## config.mk

```make
export PLATFORM = sky130hd
export DESIGN_NAME = dcc_regs
export DESIGN_NICKNAME = d
export VERILOG_FILES = /design/src/verilog/dcc_pkg.sv /design/src/verilog/dcc_vol_step.sv /design/src/verilog/dcc_regs.sv
export SDC_FILE = /design/constraint.sdc
export NUM_CORES = 1
export LEC_CHECK = 0
export CORE_MARGIN = 4
export CORE_UTILIZATION = 45
export DETAILED_ROUTE_END_ITERATION = 10
export DONT_BUFFER_PORTS = 1
export PLACE_DENSITY = 0.58
export SYNTH_ARGS = -nofsm -noshare
export SYNTH_HDL_FRONTEND = slang
export SYNTH_SLANG_ARGS = --single-unit
```

## constraint.sdc

```tcl
create_clock -name aclk -period 4.92 [get_ports aclk]
set_clock_uncertainty 0.15 [all_clocks]
set_input_delay 0.984 -clock aclk [delete_from_list [all_inputs] [get_ports aclk]]
set_output_delay 0.984 -clock aclk [all_outputs]
set_load 0.01 [all_outputs]
```

## src/verilog/dcc_pkg.sv

```systemverilog
package dcc_pkg;
  // ----------------------------------------------------------------
  // bus geometry
  // ----------------------------------------------------------------
  localparam int ADDR_W = 12;
  localparam int DATA_W = 32;
  localparam int SAMPLE_W = 24;

  // ----------------------------------------------------------------
  // register indices, byte address is four times the index
  // ----------------------------------------------------------------
  localparam logic [7:0] IDX_RESERVED_A = 8'h34;
  localparam logic [7:0] IDX_RESERVED_B = 8'h35;
  localparam logic [7:0] IDX_PIN_CTRL = 8'h36;
  localparam logic [7:0] IDX_RESERVED_C_LO = 8'h37;
  localparam logic [7:0] IDX_RESERVED_C_HI = 8'h3B;
  localparam logic [7:0] IDX_BLOCK_SEL = 8'h3C;
  localparam logic [7:0] IDX_RESERVED_D_LO = 8'h3D;
  localparam logic [7:0] IDX_RESERVED_D_HI = 8'h3E;
  localparam logic [7:0] IDX_PATH_SETUP = 8'h3F;
  localparam logic [7:0] IDX_MUTE_LINK = 8'h40;
  localparam logic [7:0] IDX_LEFT_VOL = 8'h41;
  localparam logic [7:0] IDX_RIGHT_VOL = 8'h42;
  localparam logic [7:0] IDX_COMP_CTRL = 8'h60;

  // ----------------------------------------------------------------
  // field positions
  // ----------------------------------------------------------------
  localparam int PIN_LEVEL_BIT = 0;
  localparam int PIN_MODE_LO = 1;
  localparam int PATH_LPWR_BIT = 7;
  localparam int PATH_RPWR_BIT = 6;
  localparam int PATH_LSRC_LO = 4;
  localparam int PATH_RSRC_LO = 2;
  localparam int PATH_STEP_LO = 0;
  localparam int VOLC_LMUTE_BIT = 3;
  localparam int VOLC_RMUTE_BIT = 2;
  localparam int VOLC_LINK_LO = 0;
  localparam int COMP_EN_BIT = 0;

  // ----------------------------------------------------------------
  // field encodings
  // ----------------------------------------------------------------
  localparam logic [1:0] PIN_OFF = 2'h0;
  localparam logic [1:0] PIN_INTERFACE = 2'h1;
  localparam logic [1:0] PIN_GENERAL_PURPOSE_INPUT = 2'h2;
  localparam logic [1:0] SRC_OFF = 2'h0;
  localparam logic [1:0] SRC_OWN = 2'h1;
  localparam logic [1:0] SRC_OTHER = 2'h2;
  localparam logic [1:0] SRC_AVERAGE = 2'h3;
  localparam logic [1:0] STEP_EVERY = 2'h0;
  localparam logic [1:0] STEP_EVERY_TWO = 2'h1;
  localparam logic [1:0] STEP_OFF = 2'h2;
  localparam logic [1:0] LINK_LEFT_FROM_RIGHT = 2'h1;
  localparam logic [1:0] LINK_RIGHT_FROM_LEFT = 2'h2;

  // ----------------------------------------------------------------
  // reset values
  // ----------------------------------------------------------------
  localparam logic [1:0] RST_PIN_MODE = 2'h1;
  localparam logic [4:0] RST_BLOCK = 5'h01;
  localparam logic [1:0] RST_LSRC = 2'h1;
  localparam logic [1:0] RST_RSRC = 2'h1;
  localparam logic [1:0] RST_STEP = 2'h0;
  localparam logic RST_MUTE = 1'b1;
  localparam logic [1:0] RST_LINK = 2'h0;
  localparam logic [7:0] RST_VOL = 8'h00;

  // ----------------------------------------------------------------
  // bus responses
  // ----------------------------------------------------------------
  localparam logic [1:0] RESP_OKAY = 2'h0;
  localparam logic [1:0] RESP_DECERR = 2'h3;
endpackage

```

## src/verilog/dcc_vol_step.sv

```systemverilog
`timescale 1ns/100ps
`default_nettype none
module dcc_vol_step (
  input wire logic aclk,
  input wire logic aresetn,
  input wire logic sample_tick,
  input wire logic [1:0] rate,
  input wire logic [7:0] target,
  output logic [7:0] current
);
  logic half;
  logic move;

  // ----------------------------------------------------------------
  // pacing of soft steps
  // ----------------------------------------------------------------
  // every sample tick toggles half
  always_ff @(posedge aclk) begin
    if (!aresetn) begin
      half <= 1'b0;
    end else if (sample_tick) begin
      half <= ~half;
    end
  end

  assign move = sample_tick &&
                (rate == dcc_pkg::STEP_EVERY ||
                 (rate == dcc_pkg::STEP_EVERY_TWO && half));

  // ----------------------------------------------------------------
  // applied volume code
  // ----------------------------------------------------------------
  // reserved rate 11 behaves as stepping disabled
  always_ff @(posedge aclk) begin
    if (!aresetn) begin
      current <= dcc_pkg::RST_VOL;
    end else if (rate == dcc_pkg::STEP_OFF ||
                 rate == 2'h3) begin
      current <= target;
    end else if (move && current != target) begin
      if ($signed(current) < $signed(target)) begin
        current <= current + 8'h01;
      end else begin
        current <= current - 8'h01;
      end
    end
  end

  // ----------------------------------------------------------------
  // checks
  // ----------------------------------------------------------------
  a_step_off_jump: assert property (@(posedge aclk)
    disable iff (!aresetn)
    rate == dcc_pkg::STEP_OFF |=> current == $past(target))
    else $error("volume did not jump with stepping off");
  a_step_single: assert property (@(posedge aclk)
    disable iff (!aresetn)
    (rate == dcc_pkg::STEP_EVERY && sample_tick && current != target)
    |=> (current == $past(current) + 8'h01 ||
         current == $past(current) - 8'h01))
    else $error("soft step did not move by one code");
  a_step_hold: assert property (@(posedge aclk)
    disable iff (!aresetn)
    (rate == dcc_pkg::STEP_EVERY && !sample_tick)
    |=> current == $past(current))
    else $error("volume moved without a sample tick");
  c_step_two: cover property (@(posedge aclk) disable iff (!aresetn)
    rate == dcc_pkg::STEP_EVERY_TWO && move);
endmodule
`default_nettype wire

```

## src/verilog/dcc_regs.sv

```systemverilog
`timescale 1ns/100ps
`default_nettype none
// Behaviour
// - pin mode 00 powers the input off, 01 feeds the interface, 10 is a general input, bit 0 reads the live level.
// - a five-bit field picks processing block 1 to 25, resetting to block 1.
// - path bit 7 powers the left channel up, reset leaves it down.
// - path bit 6 powers the right channel up, reset leaves it down.
// - the left source is off, left, right or the average, resetting to left.
// - the right source is off, right, left or the average, resetting to right.
// - soft step moves one code per sample, per two samples, or not at all.
// - mute bit 3 silences the left channel and resets set.
// - mute bit 2 silences the right channel and resets set.
// - link 01 gives left the right volume, 10 gives right the left, else independent.
// - with compression on the volumes stay independent and software leaves link at 00.
// - the left volume is a signed half-dB code resetting to 0 dB.
// - the right volume uses the same code as the left.
module dcc_regs (
  input wire logic aclk,
  input wire logic aresetn,
  input wire logic [11:0] s_axi_awaddr,
  input wire logic [2:0] s_axi_awprot,
  input wire logic s_axi_awvalid,
  output logic s_axi_awready,
  input wire logic [31:0] s_axi_wdata,
  input wire logic [3:0] s_axi_wstrb,
  input wire logic s_axi_wvalid,
  output logic s_axi_wready,
  output logic [1:0] s_axi_bresp,
  output logic s_axi_bvalid,
  input wire logic s_axi_bready,
  input wire logic [11:0] s_axi_araddr,
  input wire logic [2:0] s_axi_arprot,
  input wire logic s_axi_arvalid,
  output logic s_axi_arready,
  output logic [31:0] s_axi_rdata,
  output logic [1:0] s_axi_rresp,
  output logic s_axi_rvalid,
  input wire logic s_axi_rready,
  input wire logic serial_data_pin,
  output logic serial_data_to_interface,
  output logic general_purpose_input,
  output logic [4:0] block_select,
  output logic left_power_up,
  output logic right_power_up,
  input wire logic sample_strobe,
  input wire logic [23:0] left_sample,
  input wire logic [23:0] right_sample,
  output logic [23:0] left_out,
  output logic [23:0] right_out,
  output logic [7:0] left_volume,
  output logic [7:0] right_volume
);
  logic aw_held, w_held, aw_ok, w_lane0;
  logic [7:0] aw_idx, w_byte, rd_value;
  logic wr_fire;
  logic pin_meta, pin_sync;
  logic [1:0] pin_mode, left_src, right_src, step_rate, vol_link;
  logic left_mute, right_mute, comp_enable;
  logic [7:0] left_vol_code, right_vol_code, left_target, right_target;
  logic [23:0] left_route, right_route;

  // ----------------------------------------------------------------
  // address helpers
  // ----------------------------------------------------------------
  function automatic logic [7:0] idx_of(input logic [11:0] addr);
    idx_of = addr[9:2];
  endfunction

  function automatic logic mapped(input logic [11:0] addr);
    logic [7:0] i;
    i = addr[9:2];
    mapped = addr[11:10] == 2'h0 &&
             ((i >= dcc_pkg::IDX_RESERVED_A &&
               i <= dcc_pkg::IDX_RIGHT_VOL) ||
              i == dcc_pkg::IDX_COMP_CTRL);
  endfunction

  // source selection shared by both channels
  function automatic logic [23:0] route(input logic [1:0] sel,
                                        input logic [23:0] own,
                                        input logic [23:0] other);
    logic [24:0] sum;
    sum = {own[23], own} + {other[23], other};
    unique case (sel)
      dcc_pkg::SRC_OFF: route = 24'h000000;
      dcc_pkg::SRC_OWN: route = own;
      dcc_pkg::SRC_OTHER: route = other;
      dcc_pkg::SRC_AVERAGE: route = sum[24:1];
    endcase
  endfunction

  // ----------------------------------------------------------------
  // write channel
  // ----------------------------------------------------------------
  assign s_axi_awready = !aw_held && !s_axi_bvalid;
  assign s_axi_wready = !w_held && !s_axi_bvalid;
  assign wr_fire = aw_held && w_held && !s_axi_bvalid;

  // address and data are caught in either order
  always_ff @(posedge aclk) begin
    if (!aresetn) begin
      aw_held <= 1'b0;
      aw_idx <= 8'h00;
      aw_ok <= 1'b0;
    end else if (s_axi_awvalid && s_axi_awready) begin
      aw_held <= 1'b1;
      aw_idx <= idx_of(s_axi_awaddr);
      aw_ok <= mapped(s_axi_awaddr);
    end else if (wr_fire) begin
      aw_held <= 1'b0;
    end
  end

  always_ff @(posedge aclk) begin
    if (!aresetn) begin
      w_held <= 1'b0;
      w_byte <= 8'h00;
      w_lane0 <= 1'b0;
    end else if (s_axi_wvalid && s_axi_wready) begin
      w_held <= 1'b1;
      w_byte <= s_axi_wdata[7:0];
      w_lane0 <= s_axi_wstrb[0];
    end else if (wr_fire) begin
      w_held <= 1'b0;
    end
  end

  // response once both halves are in
  always_ff @(posedge aclk) begin
    if (!aresetn) begin
      s_axi_bvalid <= 1'b0;
      s_axi_bresp <= dcc_pkg::RESP_OKAY;
    end else if (wr_fire) begin
      s_axi_bvalid <= 1'b1;
      s_axi_bresp <= aw_ok ? dcc_pkg::RESP_OKAY : dcc_pkg::RESP_DECERR;
    end else if (s_axi_bready) begin
      s_axi_bvalid <= 1'b0;
    end
  end

  // ----------------------------------------------------------------
  // control registers
  // ----------------------------------------------------------------
  // reserved indices are not stored, writes there are dropped
  always_ff @(posedge aclk) begin
    if (!aresetn) begin
      pin_mode <= dcc_pkg::RST_PIN_MODE;
      block_select <= dcc_pkg::RST_BLOCK;
      left_power_up <= 1'b0;
      right_power_up <= 1'b0;
      left_src <= dcc_pkg::RST_LSRC;
      right_src <= dcc_pkg::RST_RSRC;
      step_rate <= dcc_pkg::RST_STEP;
      left_mute <= dcc_pkg::RST_MUTE;
      right_mute <= dcc_pkg::RST_MUTE;
      vol_link <= dcc_pkg::RST_LINK;
      left_vol_code <= dcc_pkg::RST_VOL;
      right_vol_code <= dcc_pkg::RST_VOL;
      comp_enable <= 1'b0;
    end else if (wr_fire && w_lane0 && aw_ok) begin
      unique case (aw_idx)
        dcc_pkg::IDX_PIN_CTRL: begin
          pin_mode <= w_byte[dcc_pkg::PIN_MODE_LO +: 2];
        end
        dcc_pkg::IDX_BLOCK_SEL: begin
          block_select <= w_byte[4:0];
        end
        dcc_pkg::IDX_PATH_SETUP: begin
          left_power_up <= w_byte[dcc_pkg::PATH_LPWR_BIT];
          right_power_up <= w_byte[dcc_pkg::PATH_RPWR_BIT];
          left_src <= w_byte[dcc_pkg::PATH_LSRC_LO +: 2];
          right_src <= w_byte[dcc_pkg::PATH_RSRC_LO +: 2];
          step_rate <= w_byte[dcc_pkg::PATH_STEP_LO +: 2];
        end
        dcc_pkg::IDX_MUTE_LINK: begin
          left_mute <= w_byte[dcc_pkg::VOLC_LMUTE_BIT];
          right_mute <= w_byte[dcc_pkg::VOLC_RMUTE_BIT];
          vol_link <= w_byte[dcc_pkg::VOLC_LINK_LO +: 2];
        end
        dcc_pkg::IDX_LEFT_VOL: left_vol_code <= w_byte;
        dcc_pkg::IDX_RIGHT_VOL: right_vol_code <= w_byte;
        dcc_pkg::IDX_COMP_CTRL: comp_enable <= w_byte[dcc_pkg::COMP_EN_BIT];
        default: begin
        end
      endcase
    end
  end

  // ----------------------------------------------------------------
  // read channel
  // ----------------------------------------------------------------
  assign s_axi_arready = !s_axi_rvalid;

  // readback value of one index, reserved bits as zero
  always_comb begin
    rd_value = 8'h00;
    unique case (idx_of(s_axi_araddr))
      dcc_pkg::IDX_PIN_CTRL: begin
        rd_value = {5'h00, pin_mode,
                    pin_sync && pin_mode != dcc_pkg::PIN_OFF};
      end
      dcc_pkg::IDX_BLOCK_SEL: rd_value = {3'h0, block_select};
      dcc_pkg::IDX_PATH_SETUP: begin
        rd_value = {left_power_up, right_power_up, left_src, right_src,
                    step_rate};
      end
      dcc_pkg::IDX_MUTE_LINK: begin
        rd_value = {4'h0, left_mute, right_mute, vol_link};
      end
      dcc_pkg::IDX_LEFT_VOL: rd_value = left_vol_code;
      dcc_pkg::IDX_RIGHT_VOL: rd_value = right_vol_code;
      dcc_pkg::IDX_COMP_CTRL: rd_value = {7'h00, comp_enable};
      default: rd_value = 8'h00;
    endcase
  end

  always_ff @(posedge aclk) begin
    if (!aresetn) begin
      s_axi_rvalid <= 1'b0;
      s_axi_rdata <= 32'h00000000;
      s_axi_rresp <= dcc_pkg::RESP_OKAY;
    end else if (s_axi_arvalid && s_axi_arready) begin
      s_axi_rvalid <= 1'b1;
      s_axi_rdata <= {24'h000000, mapped(s_axi_araddr) ? rd_value : 8'h00};
      s_axi_rresp <= mapped(s_axi_araddr) ? dcc_pkg::RESP_OKAY :
                     dcc_pkg::RESP_DECERR;
    end else if (s_axi_rready) begin
      s_axi_rvalid <= 1'b0;
    end
  end

  // ----------------------------------------------------------------
  // serial input pin
  // ----------------------------------------------------------------
  // two-stage synchroniser, pin_meta feeds pin_sync only
  always_ff @(posedge aclk) begin
    if (!aresetn) begin
      pin_meta <= 1'b0;
      pin_sync <= 1'b0;
    end else begin
      pin_meta <= serial_data_pin;
      pin_sync <= pin_meta;
    end
  end

  // pin level steered by mode, off and reserved give zero
  always_ff @(posedge aclk) begin
    if (!aresetn) begin
      serial_data_to_interface <= 1'b0;
      general_purpose_input <= 1'b0;
    end else begin
      serial_data_to_interface <= pin_sync &&
                                  pin_mode == dcc_pkg::PIN_INTERFACE;
      general_purpose_input <= pin_sync &&
                               pin_mode == dcc_pkg::PIN_GENERAL_PURPOSE_INPUT;
    end
  end

  // ----------------------------------------------------------------
  // volume targets and soft stepping
  // ----------------------------------------------------------------
  // compression forces independent volumes
  assign left_target = (!comp_enable &&
                        vol_link == dcc_pkg::LINK_LEFT_FROM_RIGHT) ?
                       right_vol_code : left_vol_code;
  assign right_target = (!comp_enable &&
                         vol_link == dcc_pkg::LINK_RIGHT_FROM_LEFT) ?
                        left_vol_code : right_vol_code;

  dcc_vol_step u_left_step (
    .aclk(aclk),
    .aresetn(aresetn),
    .sample_tick(sample_strobe),
    .rate(step_rate),
    .target(left_target),
    .current(left_volume)
  );

  dcc_vol_step u_right_step (
    .aclk(aclk),
    .aresetn(aresetn),
    .sample_tick(sample_strobe),
    .rate(step_rate),
    .target(right_target),
    .current(right_volume)
  );

  // ----------------------------------------------------------------
  // channel data paths
  // ----------------------------------------------------------------
  assign left_route = route(left_src, left_sample, right_sample);
  assign right_route = route(right_src, right_sample, left_sample);

  // output updates per sample, silent when muted or powered down
  always_ff @(posedge aclk) begin
    if (!aresetn) begin
      left_out <= 24'h000000;
      right_out <= 24'h000000;
    end else if (sample_strobe) begin
      left_out <= (left_power_up && !left_mute) ?
                  left_route : 24'h000000;
      right_out <= (right_power_up && !right_mute) ?
                   right_route : 24'h000000;
    end
  end

  // ----------------------------------------------------------------
  // checks
  // ----------------------------------------------------------------
  a_reset_values: assert property (@(posedge aclk)
    $past(!aresetn) && aresetn |-> pin_mode == 2'h1 &&
    block_select == 5'h01 && left_mute && right_mute && !left_power_up &&
    !right_power_up)
    else $error("control fields wrong after reset");
  a_left_muted: assert property (@(posedge aclk)
    disable iff (!aresetn)
    sample_strobe && left_mute |=> left_out == 24'h000000)
    else $error("muted left channel produced data");
  a_right_down: assert property (@(posedge aclk)
    disable iff (!aresetn)
    sample_strobe && !right_power_up |=> right_out == 24'h000000)
    else $error("powered-down right channel produced data");
  // sum checked on 25 bits so full-scale samples do not wrap
  a_left_average: assert property (@(posedge aclk)
    disable iff (!aresetn)
    sample_strobe && left_power_up && !left_mute && left_src == 2'h3
    |=> $signed({left_out[23], left_out}) ==
        ($signed({$past(left_sample[23]), $past(left_sample)}) +
         $signed({$past(right_sample[23]), $past(right_sample)})) >>> 1)
    else $error("average path wrong");
  a_right_swap: assert property (@(posedge aclk)
    disable iff (!aresetn)
    sample_strobe && right_power_up && !right_mute && right_src == 2'h2
    |=> right_out == $past(left_sample))
    else $error("right path did not take left data");
  a_link_left: assert property (@(posedge aclk)
    disable iff (!aresetn)
    vol_link == 2'h1 && !comp_enable && step_rate == dcc_pkg::STEP_OFF
    |=> left_volume == $past(right_vol_code))
    else $error("left volume not linked to right");
  a_comp_indep: assert property (@(posedge aclk)
    disable iff (!aresetn)
    comp_enable && step_rate == dcc_pkg::STEP_OFF |=>
    left_volume == $past(left_vol_code) &&
    right_volume == $past(right_vol_code))
    else $error("volumes linked while compression on");
  a_gpi_follow: assert property (@(posedge aclk)
    disable iff (!aresetn)
    pin_mode == 2'h2 ##1 pin_mode == 2'h2 |-> general_purpose_input ==
    $past(pin_sync))
    else $error("general input does not follow the pin");
  a_pin_off: assert property (@(posedge aclk)
    disable iff (!aresetn)
    pin_mode == 2'h0 |=> !serial_data_to_interface)
    else $error("pin passed data while powered off");
  a_vol_write: assert property (@(posedge aclk)
    disable iff (!aresetn)
    wr_fire && w_lane0 && aw_ok && aw_idx == 8'h41 |=> left_vol_code ==
    $past(w_byte))
    else $error("left volume write lost");
  a_write_resp: assert property (@(posedge aclk) disable iff (!aresetn)
    wr_fire |=> s_axi_bvalid && s_axi_bresp == (aw_ok ? 2'h0 : 2'h3))
    else $error("write response missing or wrong");
  c_average: cover property (@(posedge aclk) disable iff (!aresetn)
    sample_strobe && left_src == 2'h3 && left_power_up && !left_mute);
  c_link: cover property (@(posedge aclk) disable iff (!aresetn)
    vol_link == 2'h2 && !comp_enable);
  c_decerr: cover property (@(posedge aclk) disable iff (!aresetn)
    s_axi_rvalid && s_axi_rresp == 2'h3);
endmodule
`default_nettype wire

```

==> results.cfg <==
[sta]
setup_ws_ps = 1050
finalSetupTns_ps = 0
timing.fmax_ghz = 0.258
period_minus_slack_ps = 3870
setup_viol = 0
worst_pin_slew_ps = 1250
slew_headroom_pct = 16.5
min_period_over_period_pct = 78.7
rsz0062_at_grt = no
hold_violations = 0
maxSlewViolCount = 0

[detailed_routing]
drtAntennaViolNets = 0
via_per_inst = 5.89
num_vias = 7981
wl_um = 26400
first_iter_violations = 447
drt_first_pass_iters = 6
drcViolationCount = 0
wl_per_cell_um = 19.5

[critical_path]
r2r_slack_ps = 1050
critical_path.endpoint_type = flop
cp-start-kind = flop
path_max_fanout = 10
r2r_cells = 14
required_ps = 5120
reg2reg_from = vol_link[0]
worst_ep_arrival_time_ps = 4070
crit_type = reg2reg
timing.rr.end = u_left_step.current[6]

[cells_and_area]
multi_input_area_sq_mm = 0.00573
fill_cells = 1980
nets = 1242
drive_gt1_share_pct = 5.69
fin_cells = 1355
area_growth_pct = 6.93
num_antenna_cells = 0
regArea_sq_mm = 0.00276

[place]
gp_congestion = 0.872
dp_slack_ps = 1100
dpl.hpwl_um = 19000
portBuffers = 0
place_inst = 1323

[logic_synthesis]
seq_area_frac_synth_pct = 30.8
yosysMostFrequentCell = nand2_1
ys_types = 70
synth_area_leaders = dfxtp_1, mux2i_1, nand2_1
synth_ff_type = dfxtp_1
syn-cell-area_sq_mm = 0.00897
synth_top_area_share_pct = 30.8
syn_inst = 1112
synth_top_area_cell = dfxtp_1
synthArstFlopShare_pct = 0
yosys_warnings = 0
synth_seq_cells = 138
synth_common_cells = nand2_1, dfxtp_1, a21oi_1
syn-mean-instance-area_sq_um = 8.07
synth_edf_count = 0

[power]
p_comb_share_pct = 31.1
p_per_area_mw_per_mm2 = 392
peakVddDrop_uv = 238
power.switching_mw = 1.37
p_int_mw = 2.39
clkPwrFrac_pct = 33.4
swShare_pct = 36.4
p_seq_share_pct = 35.5
total_power_mw = 3.76
power_leakage_nw = 3.72

[hold_path]
holdPathEnd = pin_sync
worstHoldStart = pin_meta
hold_depth = 1
hold_path_class = reg2reg

[clock_network]
post_cts.repair.setup_buffers = 0
cts_resized = 0
ctsLongestPathBuffers = 2
cts_hold_buf = 0
clock-sinks = 138
clock-root-buffer = clkbuf_16
cts_tree = done
cts_max_level = 4
cts_buffers = 17
clkTransAtPathRegs_ps = 70
clkLatencyLatePin_ps = 430

[global_routing]
grt-ovfl-total = 0
antenna_found_initial = 0
track_usage_pct = 23.4
grt_pass1_wl_um = 41600
grt_max_degree = 126
grt_pass1_vias = 7464

[floorplanning]
die_y_um = 149
dieArea_sq_mm = 0.0223
core_sq_mm = 0.0195
ios = 237
die_w_um = 149
start_util_pct = 46.0
rows = 51

[run]
maxCapViolCount = 0

[status]
status = finished, final reports clean
==> stage by stage <==
stage / util (%) / area [sq um] / hold WS (ps)
global placement: 46.2 / 9020 / 278
floorplan: - / 9060 / 262
detailed placement: 46.2 / 9020 / 280
CTS: 49.1 / 9600 / 303
finish: 49.1 / 9600 / 291
global route: 49.1 / 9600 / 317
==> critical path, cell delays in order, from the launching register on <==
cell	delay, ps
dfxtp_1	380
nor3b_1	200
buf_4	220
mux2i_1	330
ha_1	260
or4b_2	610
o21ai_2	380
xnor2_1	120
ha_1	270
and3_1	210
mux2i_1	150
nor3_1	60
a31oi_1	230
nand4_1	120
o221ai_1	100
==> power by group through the flow <==
stage | Sequential (mW) | Clock, mW | Combinational [mW]
6_report | 1.34 | 1.26 | 1.17
5_1_grt | 1.35 | 1.34 | 1.33
4_1_cts | 1.33 | 1.29 | 1.17
3_5_place_dp | 1.36 | 0 | 1.16
3_3_place_gp | 1.36 | 0 | 1.15
2_1_floorplan | 1.31 | 0 | 1.01
==> flip-flops by register name (all words and copies together), names as in the netlist, 2 cells and up <==
signal and cells:
right_vol_code 8, left_src 2, block_select 5, right_src 2, pin_mode 2, u_right_step.current 8, left_out 24, u_left_step.current 8
vol_link 2, step_rate 2, w_byte 8, s_axi_rdata 8, aw_idx 8, left_vol_code 8, right_out 24
==> cells in the final DEF, fill, tap and decap left out, types with 6 or more instances in the layout <==
| master | n |
|---|---|
| ha_1 | 41 |
| mux2_2 | 9 |
| inv_1 | 34 |
| a221oi_1 | 17 |
| a22oi_1 | 31 |
| conb_1 | 24 |
| mux2i_1 | 63 |
| a21boi_0 | 26 |
| xor2_1 | 11 |
| and2_1 | 27 |
| a21o_1 | 11 |
| nand3_1 | 17 |
| nor3_1 | 16 |
| and3_1 | 14 |
| inv_6 | 9 |
| nor2_1 | 42 |
| o211a_1 | 6 |
| buf_4 | 9 |
| xnor2_1 | 23 |
| a222oi_1 | 6 |
| clkbuf_16 | 17 |
| o22ai_1 | 16 |
| nand2b_1 | 8 |
| nor2b_1 | 55 |
| a31oi_1 | 10 |
| dfxtp_1 | 138 |
| o21a_1 | 10 |
| nand2_1 | 148 |
| a21oi_1 | 73 |
| o211ai_1 | 8 |
| nand4_1 | 15 |
| o21ai_0 | 64 |
| nor3b_1 | 7 |
==> per-layer routing <==
metal,track usage [%],up-vias,wire length (um),share of wire [%]
li1,-,3936,-,-
met1,33.3,3764,12500,47
met2,35.9,256,11700,44
met3,5.14,25,1790,6.8
met4,6.04,0,378,1.4
met5,0,-,0,0
==> final cells by class <==
type / instances / area share (%)
inverters: 36 / 1.41
well taps: 265 / 3.46
clock inverters: 15 / 1.53
repair buffers: 9 / 0.704
flip-flops and latches: 138 / 28.8
multi-input cells: 875 / 59.7
clock buffers: 17 / 4.43
==> worst max-delay path by stage <==
| stage | from | end | slack, ps | cells past startpoint |
|---|---|---|---|---|
| after floorplan | vol_link[1] | u_right_step.current[4] | 1230 | 15 |
| after detailed placement | vol_link[0] | u_left_step.current[6] | 1100 | 14 |
| final | vol_link[0] | u_left_step.current[6] | 1050 | 14 |
| after global placement | vol_link[0] | u_left_step.current[6] | 1130 | 14 |
| after CTS | vol_link[0] | u_left_step.current[6] | 1090 | 14 |
| after global routing | vol_link[1] | u_right_step.current[4] | 760 | 14 |
==> logic make-up after synthesis <==
| kind of cell | share of synthesized area, % |
|---|---|
| AO/OA/AOI/OAI | 23.3 |
| XOR/XNOR | 3.32 |
| adder cells (fa/ha/maj) | 6.16 |
| buffers and inverters | 6.36 |
| flip-flops | 30.8 |
| multiplexers | 8.16 |
| other | 0.0418 |
| AND/OR/NAND/NOR | 21.9 |
(Power assumes the default switching activity.)
